--- src/hw/idl_pkg.sv ---
// Constants shared by the isolated digital I/O latch port
package idl_pkg;

  // ----------------------------------------------------------------
  // Channel counts
  // ----------------------------------------------------------------
  localparam int unsigned IN_CHANNELS  = 8;
  localparam int unsigned OUT_CHANNELS = 7;

  // ----------------------------------------------------------------
  // Host I/O address decode
  // ----------------------------------------------------------------
  localparam int unsigned ADDR_W       = 10;
  localparam int unsigned BASE_W       = 5;
  localparam int unsigned BASE_LSB     = 4;
  localparam int unsigned BASE_MSB     = 8;
  localparam int unsigned RANGE_BIT    = 9;
  localparam int unsigned OFFS_LSB     = 2;
  localparam int unsigned OFFS_MSB     = 3;
  localparam logic [BASE_W-1:0] BASE_RESET = 5'h00;

  // ----------------------------------------------------------------
  // Register word offsets inside the 16-byte window
  // ----------------------------------------------------------------
  localparam logic [1:0] OFFS_POLARITY = 2'h0;
  localparam logic [1:0] OFFS_OUTPUT   = 2'h1;
  localparam logic [1:0] OFFS_INPUT    = 2'h2;
  localparam logic [1:0] OFFS_LATCH    = 2'h3;

  // ----------------------------------------------------------------
  // Reset values
  // ----------------------------------------------------------------
  localparam logic [7:0]  POLARITY_RESET = 8'h00;
  localparam logic [7:0]  OUTPUT_RESET   = 8'h00;
  localparam logic [7:0]  LATCH_RESET    = 8'h00;
  localparam logic [31:0] UNMAPPED_DATA  = 32'h0000_0000;

endpackage

--- src/hw/idl_port.sv ---
// Isolated digital input latch port with open-collector outputs
//
// Local design decisions: register access over Avalon-MM and the address map.
`timescale 1ns/1ps

module idl_port #(
  parameter int unsigned IN_W  = idl_pkg::IN_CHANNELS,
  parameter int unsigned OUT_W = idl_pkg::OUT_CHANNELS
) (
  // Clock and reset
  input  wire logic                          clock,
  input  wire logic                          rstn,
  // Avalon-MM slave
  input  wire logic [idl_pkg::ADDR_W-1:0]    address,
  input  wire logic                          read,
  input  wire logic                          write,
  input  wire logic [3:0]                    byteenable,
  input  wire logic [31:0]                   writedata,
  output logic [31:0]                        readdata,
  output logic                               waitrequest,
  // Board base address strap
  input  wire logic [idl_pkg::BASE_W-1:0]    io_base_select,
  // Isolated inputs, raw pin levels
  input  wire logic [IN_W-1:0]               din,
  // Open-collector outputs
  output logic [OUT_W-1:0]                   dout_o,
  output logic [OUT_W-1:0]                   dout_oe_n
);

  // ----------------------------------------------------------------
  // Pin synchronisers
  // ----------------------------------------------------------------
  logic [IN_W-1:0]                 din_meta_r;
  logic [IN_W-1:0]                 din_sync_r;
  logic [idl_pkg::BASE_W-1:0]      base_meta_r;
  logic [idl_pkg::BASE_W-1:0]      base_sync_r;

  // First stage feeds only the second stage
  always_ff @(posedge clock or negedge rstn) begin
    if (!rstn) begin
      din_meta_r  <= '0;
      din_sync_r  <= '0;
      base_meta_r <= idl_pkg::BASE_RESET;
      base_sync_r <= idl_pkg::BASE_RESET;
    end else begin
      din_meta_r  <= din;
      din_sync_r  <= din_meta_r;
      base_meta_r <= io_base_select;
      base_sync_r <= base_meta_r;
    end
  end

  // ----------------------------------------------------------------
  // Register state
  // ----------------------------------------------------------------
  logic [7:0]                      input_polarity_mask_r;
  logic [7:0]                      input_polarity_mask_nxt;
  logic [7:0]                      output_value_byte_r;
  logic [7:0]                      output_value_byte_nxt;
  logic [IN_W-1:0]                 latch_r;
  logic [IN_W-1:0]                 latch_nxt;
  logic [idl_pkg::BASE_W-1:0]      base_r;
  logic [idl_pkg::BASE_W-1:0]      base_nxt;
  logic [31:0]                     readdata_r;
  logic [31:0]                     readdata_nxt;
  logic                            waitrequest_r;
  logic                            waitrequest_nxt;
  logic [OUT_W-1:0]                dout_oe_n_r;
  logic [OUT_W-1:0]                dout_oe_n_nxt;

  // ----------------------------------------------------------------
  // Per-channel input qualification
  // ----------------------------------------------------------------
  logic [IN_W-1:0]                 input_value_byte;

  genvar ch;
  generate
    for (ch = 0; ch < IN_W; ch++) begin : g_chan
      assign input_value_byte[ch] = input_polarity_mask_r[ch] ? din_sync_r[ch]
                                                             : ~din_sync_r[ch];
    end
  endgenerate

  // ----------------------------------------------------------------
  // Address decode and transfer strobes
  // ----------------------------------------------------------------
  logic                            hit;
  logic [1:0]                      offs;
  logic                            req_first;
  logic                            wr_commit;
  logic                            lane0;
  logic [7:0]                      wbyte;
  logic [7:0]                      latch_clear_mask;
  logic [7:0]                      rd_byte;

  // window sits inside 200h..3F0h, 16-byte aligned
  assign hit  = address[idl_pkg::RANGE_BIT] &&
                (address[idl_pkg::BASE_MSB:idl_pkg::BASE_LSB] == base_r);
  assign offs = address[idl_pkg::OFFS_MSB:idl_pkg::OFFS_LSB];

  // Request is first seen while waitrequest still stands high
  assign req_first = (read || write) && waitrequest_r;
  // A write takes effect only at the edge that raises waitrequest again
  assign wr_commit = write && !waitrequest_r && hit;
  assign lane0     = byteenable[0];
  assign wbyte     = writedata[7:0];
  assign latch_clear_mask = (wr_commit && lane0 && offs == idl_pkg::OFFS_LATCH)
                            ? wbyte : 8'h00;

  always_comb begin
    rd_byte = 8'h00;
    if (offs == idl_pkg::OFFS_POLARITY) begin
      rd_byte = input_polarity_mask_r;
    end else if (offs == idl_pkg::OFFS_OUTPUT) begin
      rd_byte = output_value_byte_r;
    end else if (offs == idl_pkg::OFFS_INPUT) begin
      rd_byte = input_value_byte;
    end else begin
      rd_byte = latch_r;
    end
  end

  // ----------------------------------------------------------------
  // Next-state logic
  // ----------------------------------------------------------------
  always_comb begin
    input_polarity_mask_nxt = input_polarity_mask_r;
    output_value_byte_nxt   = output_value_byte_r;
    readdata_nxt            = readdata_r;
    waitrequest_nxt         = 1'b1;
    // Strap is followed continuously; it is expected to be static
    base_nxt                = base_sync_r;

    // One wait cycle, then a single-cycle acknowledge
    if (req_first) begin
      waitrequest_nxt = 1'b0;
      if (read && hit) begin
        readdata_nxt = {24'h00_0000, rd_byte};
      end else begin
        readdata_nxt = idl_pkg::UNMAPPED_DATA;
      end
    end

    if (wr_commit && lane0) begin
      if (offs == idl_pkg::OFFS_POLARITY) begin
        input_polarity_mask_nxt = wbyte;
      end else if (offs == idl_pkg::OFFS_OUTPUT) begin
        output_value_byte_nxt = wbyte;
      end
    end

    // active input sets latch; set beats clear
    latch_nxt = (latch_r & ~latch_clear_mask) | input_value_byte;

    // a 1 switches the sink on, enable is active low
    dout_oe_n_nxt = ~output_value_byte_nxt[OUT_W-1:0];
  end

  // ----------------------------------------------------------------
  // State registers
  // ----------------------------------------------------------------
  always_ff @(posedge clock or negedge rstn) begin
    if (!rstn) begin
      input_polarity_mask_r <= idl_pkg::POLARITY_RESET;
      output_value_byte_r   <= idl_pkg::OUTPUT_RESET;
      latch_r               <= idl_pkg::LATCH_RESET;
      base_r                <= idl_pkg::BASE_RESET;
      readdata_r            <= idl_pkg::UNMAPPED_DATA;
      waitrequest_r         <= 1'b1;
      dout_oe_n_r           <= '1;
    end else begin
      input_polarity_mask_r <= input_polarity_mask_nxt;
      output_value_byte_r   <= output_value_byte_nxt;
      latch_r               <= latch_nxt;
      base_r                <= base_nxt;
      readdata_r            <= readdata_nxt;
      waitrequest_r         <= waitrequest_nxt;
      dout_oe_n_r           <= dout_oe_n_nxt;
    end
  end

  // ----------------------------------------------------------------
  // Outputs
  // ----------------------------------------------------------------
  assign readdata    = readdata_r;
  assign waitrequest = waitrequest_r;
  assign dout_oe_n   = dout_oe_n_r;
  // Open-collector: the driven level is always low
  assign dout_o      = '0;

endmodule

--- config.mk ---
export PLATFORM = sky130hd
export DESIGN_NAME = idl_port
export DESIGN_NICKNAME = d
export VERILOG_FILES = /design/src/hw/idl_pkg.sv /design/src/hw/idl_port.sv
export SDC_FILE = /design/constraint.sdc
export NUM_CORES = 1
export LEC_CHECK = 0
export BUFFER_PORTS_ARGS = -buffer_cell sky130_fd_sc_hd__buf_4
export CAP_MARGIN = 20
export CORE_MARGIN = 4
export CORE_UTILIZATION = 45
export CTS_CLUSTER_SIZE = 25
export DETAILED_ROUTE_END_ITERATION = 10
export PLACE_DENSITY_LB_ADDON = 0.05
export SETUP_SLACK_MARGIN = 0.2
export SLEW_MARGIN = 20
export SYNTH_ARGS = -nofsm -noshare
export SYNTH_HDL_FRONTEND = slang
export SYNTH_SLANG_ARGS = --single-unit
--- constraint.sdc ---
create_clock -name clock -period 1.88 [get_ports clock]
set_input_delay 0 -clock clock [delete_from_list [all_inputs] [get_ports clock]]
set_output_delay 0 -clock clock [all_outputs]
set_load 0.1 [all_outputs]
Word-level counts from Yosys, hierarchy flattened --
Cells that the tools add are included.
Word-level totals: register bits after elaboration 95, word-level logic and storage cells 58
Cells by class: equality and inequality tests 4, muxes and demuxes 17, bitwise operators 13, reductions and logical operators 12
Operators by type and width (count):
- 8-bit 2-to-1 mux | 5
- 7-bit 2-to-1 mux | 3
- 1-bit 2-to-1 mux | 9
- 1-bit inverter | 9
- 8-bit bitwise AND | 1
- 8-bit inverter | 1
- 8-bit OR | 1
- 1-bit logical AND | 7
- 7-bit inverter | 1
- 5-bit equality test | 1
- 2-bit equality test, second input constant | 2
- 3-bit AND reduction | 1
- 2-bit by 1-bit equality test with 1-bit output, second input constant | 1
- 2-bit logical NOT | 1
- 2-bit AND reduction | 1
- 1-bit logical NOT | 1
- 1-bit logical OR | 1

Logic depth before layout (Yosys ltp) --
word-level depth 9, depth in mapped cells 6, gate-level depth less buffers 4

Worst setup path after synthesis --
No wires, ideal clock.
path kind register -> register, start register waitrequest_r (netlist: waitrequest), end register output_value_byte_r[3], arrival 1959 ps, data required time 1755 ps, path slack -203 ps, stages on the path, launching flop included 6, buffers on the path 1, clock period less this slack 2083 ps, cell sequence dfstp_2 -> nand3b_4 -> nor3b_1 -> nand4_1 -> buf_2 -> mux2_2
On the way: longest elaborated chain between the ends 5
Ends and longest elaborated chain:
- from (decl) | line idl_port.sv:66 | logic waitrequest_r;
- from (signal assigned) | line idl_port.sv:177 | waitrequest_r <= waitrequest_nxt;
- 1-bit logical NOT | line idl_port.sv:104 | assign wr_commit = write && !waitrequest_r && hit;
- 1-bit logical AND (2 in series) | line idl_port.sv:104
- 1-bit logical AND | line idl_port.sv:144 | if (wr_commit && lane0) begin
- 7-bit 2-to-1 mux | line idl_port.sv:144
- named net output_value_byte_nxt[3] | line idl_port.sv:59 | logic [7:0] output_value_byte_nxt;
- to (signal assigned) | line idl_port.sv:165 | output_value_byte_r <= idl_pkg::OUTPUT_RESET;
- to (signal assigned) | line idl_port.sv:173 | output_value_byte_r <= output_value_byte_nxt;
- to (decl) | line idl_port.sv:58 | logic [7:0] output_value_byte_r;
The timed path passes the listed nets, and every way through them passes these cells. A chain may end at the register's enable or synchronous reset.

Worst setup path after layout --
start register waitrequest_r (netlist: waitrequest), end register input_polarity_mask_r[5]
On the way: longest elaborated chain between the ends 5
Ends and longest elaborated chain:
- 1-bit logical NOT | line idl_port.sv:104
- 1-bit logical AND (2 in series) | line idl_port.sv:104
- 1-bit logical AND | line idl_port.sv:144
- 2-bit AND reduction (no line)
- to (signal assigned) | line idl_port.sv:164 | input_polarity_mask_r <= idl_pkg::POLARITY_RESET;
- to (signal assigned) | line idl_port.sv:172 | input_polarity_mask_r <= input_polarity_mask_nxt;
- to (decl) | line idl_port.sv:56 | logic [7:0] input_polarity_mask_r;
Every way passes these cells.

==> metrics.txt <==
outcome complete, no violations; xor-xnor portion of the synthesized cell area 3.195%; total global routing overflow 0; CP max stage delay 0.46 ns; Final Max Tran Viols 0; Final Skew 0.005073 ns; most common cell after layout, fill and taps aside dfrtp_1; cell area after synthesis 0.003015 sq mm; met2 Use GR 23.81%; Worst-path clk slew 0.07 ns; H-Tree Depth 3; Hold Crit Depth 2; Crit-path slowest cell dfstp_4; ys async rst share 100.0%; Worst Max-Slew Pin Slew 0.8654 ns; DR WL/cell 14.17 um; die area 0.008075 sq mm; crit start category flip-flop; CP bufs+invs 1; DR iter-0 viols 73; Clock Latency Late Sink 0.33 ns; fin crit share 94.15%; Tmin final 1.770 ns; Synth warnings 0; Setup WS post-layout 0.1100 ns; met1 GRT Util 19.36%; register bit count reported by yosys 71; initial core utilization 46.95%; multiplexer share of the synthesized area 11.29%; complex-gate fraction of the synthesized area 8.548%; met3 Use GR 5.008%; Mapped Cells 228; Post-synth EDFFs 0; cell family with the largest share of critical-path delay simple AND/OR/NAND/NOR gates; worst-path fanout max 8; final cell count without fillers 394; Final setup viols 0; max capacitance violation total 0; die span in y 89.86 um; adder-cell share of the synthesized area 0%; sequential fraction of the synthesis area 59.25%; Crit. End Element flip-flop; Fin. Hold Viols 0; drt drc 0; largest family of logic cells by synthesized area multiplexers; Std-Cell Rows 29; total CTS buffers 9; layout cells sized above 1 34.07%; Max-slew headroom 41.92%; WP data required 2.10 ns; IO Pins 110; initial antenna violation count 0; vias in the first global route 1,893; area growth from synthesis to layout 27.55%; Total GRT Usage 15.24%; Post-DRT Antenna Nets 0; Place WS 0.09643 ns; Die W 89.86 um; GRT busiest layer met2; via count 1,907; Core Box Area 0.006422 sq mm; Synth Flop Type dfrtp_1; CTS tree built; worst vdd ir 522.9 uV; Post-Synth Simple-Gate Area 7.718%; commonest cells after routing, fill and taps aside dfrtp_1, buf_4, conb_1, dlygate4sd3_1, mux2_2; CP arrival 1.99 ns; post-synth cell types 31; Placer Congestion 0.7247; P_leak 1.879 nW; detailed placement HPWL 3759 um; DRT Wirelength 5582 um; unrepaired setup endpoints after global routing true; hold slack 0.1172 ns; CP Cell Sequence nand3b_4 > or3_4 > nor4_4 > buf_12 > mux2_2; Worst Reg-to-Reg Cells 5; Cell Count Post-Placement 355; maximum clock rate 0.5650 GHz; Total Power 3.367 mW; PortBufs 49; clock buffer depth 2; clk sinks 71; cell area power density 875.3 mW/mm^2; first-pass GRT wire length 9591 um; CP Depth 5; Root Buffer clkbuf_8; largest net degree at the start of global routing 36; Min-Delay Path Class in2reg; Final #Nets 375; first drt pass iteration count 4; mean area per synthesized cell 13.23 sq um; ANT cells 0; Fillers 519; drt via density 4.840; Setup CP Type reg2reg
-- what timing repair did --
item | CTS | global route
hold buffers | 22 | 0
resized for setup | 0 | 0
buffers inserted | 1 | 0
pin swaps | 0 | 0
endpoints found under the hold margin | 72 | 0
endpoints found under the setup margin | 8 | 11
gates cloned | 0 | 0
-- report_power, final --
part | switching (mW) | internal [mW]
combinational | 0.444 | 0.150
clock | 0.519 | 0.643
sequential | 0.0256 | 1.58
-- stage by stage --
stage	setup TNS, ns	utilization (%)	area (sq um)
6_report	0	59.89	3846
5_1_grt	0	59.89	3846
4_1_cts	0	59.89	3846
3_5_place_dp	0	53.38	3428
3_3_place_gp	0	53.38	3428
2_1_floorplan	-0.3903	-	3157
-- cells by family after synthesis --
family                 after synthesis
other                                1
AND/OR/NAND/NOR                     35
flip-flops                          71
buffers and inverters               45
XOR/XNOR                            11
AO/OA/AOI/OAI                       34
multiplexers                        31
-- final timing paths --
path / start / end / slack, ns
worst max-delay path: waitrequest / input_polarity_mask_r[5] / 0.11
worst min-delay path: write / waitrequest / 0.12
worst max register to register: waitrequest / input_polarity_mask_r[5] / 0.11
worst min register to register: din_meta_r[7] / din_sync_r[7] / 0.35
max in group asynchronous: rstn / dout_oe_n[1] / 1.05
min in group asynchronous: rstn / base_r[2] / 0.15
-- synth_stat cells, types with 8 or more instances --
cell,instances,area share [%]
nand2_1,11,1.4
nor2b_1,9,1.9
xnor2_1,11,3.2
dfrtp_1,63,52
dfstp_2,8,7.0
a22o_1,8,2.3
mux2_2,24,9.0
o21ai_0,8,1.3
inv_1,9,1.1
buf_4,32,8.0
-- cell type report --
class                      instances  area, sq um  share of cell area (%)
multi-input combinational        142         1062                   27.62
sequential                        71         1790                   46.55
clock inverter                     4        45.04                   1.171
inverter                           9        33.78                  0.8783
clock buffer                      12        145.1                   3.774
tap                               77        96.34                   2.505
timing repair buffer              79        673.1                   17.50
-- flip-flops by register name (all words and copies together), names as in the netlist, 5 cells and up --
signal,cells
base_meta_r,5
base_nxt,5
base_r,5
din_meta_r,8
din_sync_r,8
dout_oe_n,7
input_polarity_mask_r,8
latch_r,8
output_value_byte_r,8
readdata,8
-- per-layer routing --
metal / up-vias / share of wire [%]
li1: 904 / -
met1: 936 / 45
met2: 59 / 47
met3: 8 / 6.2
met4: 0 / 1.6
met5: - / 0
(Power assumes the default switching activity.)
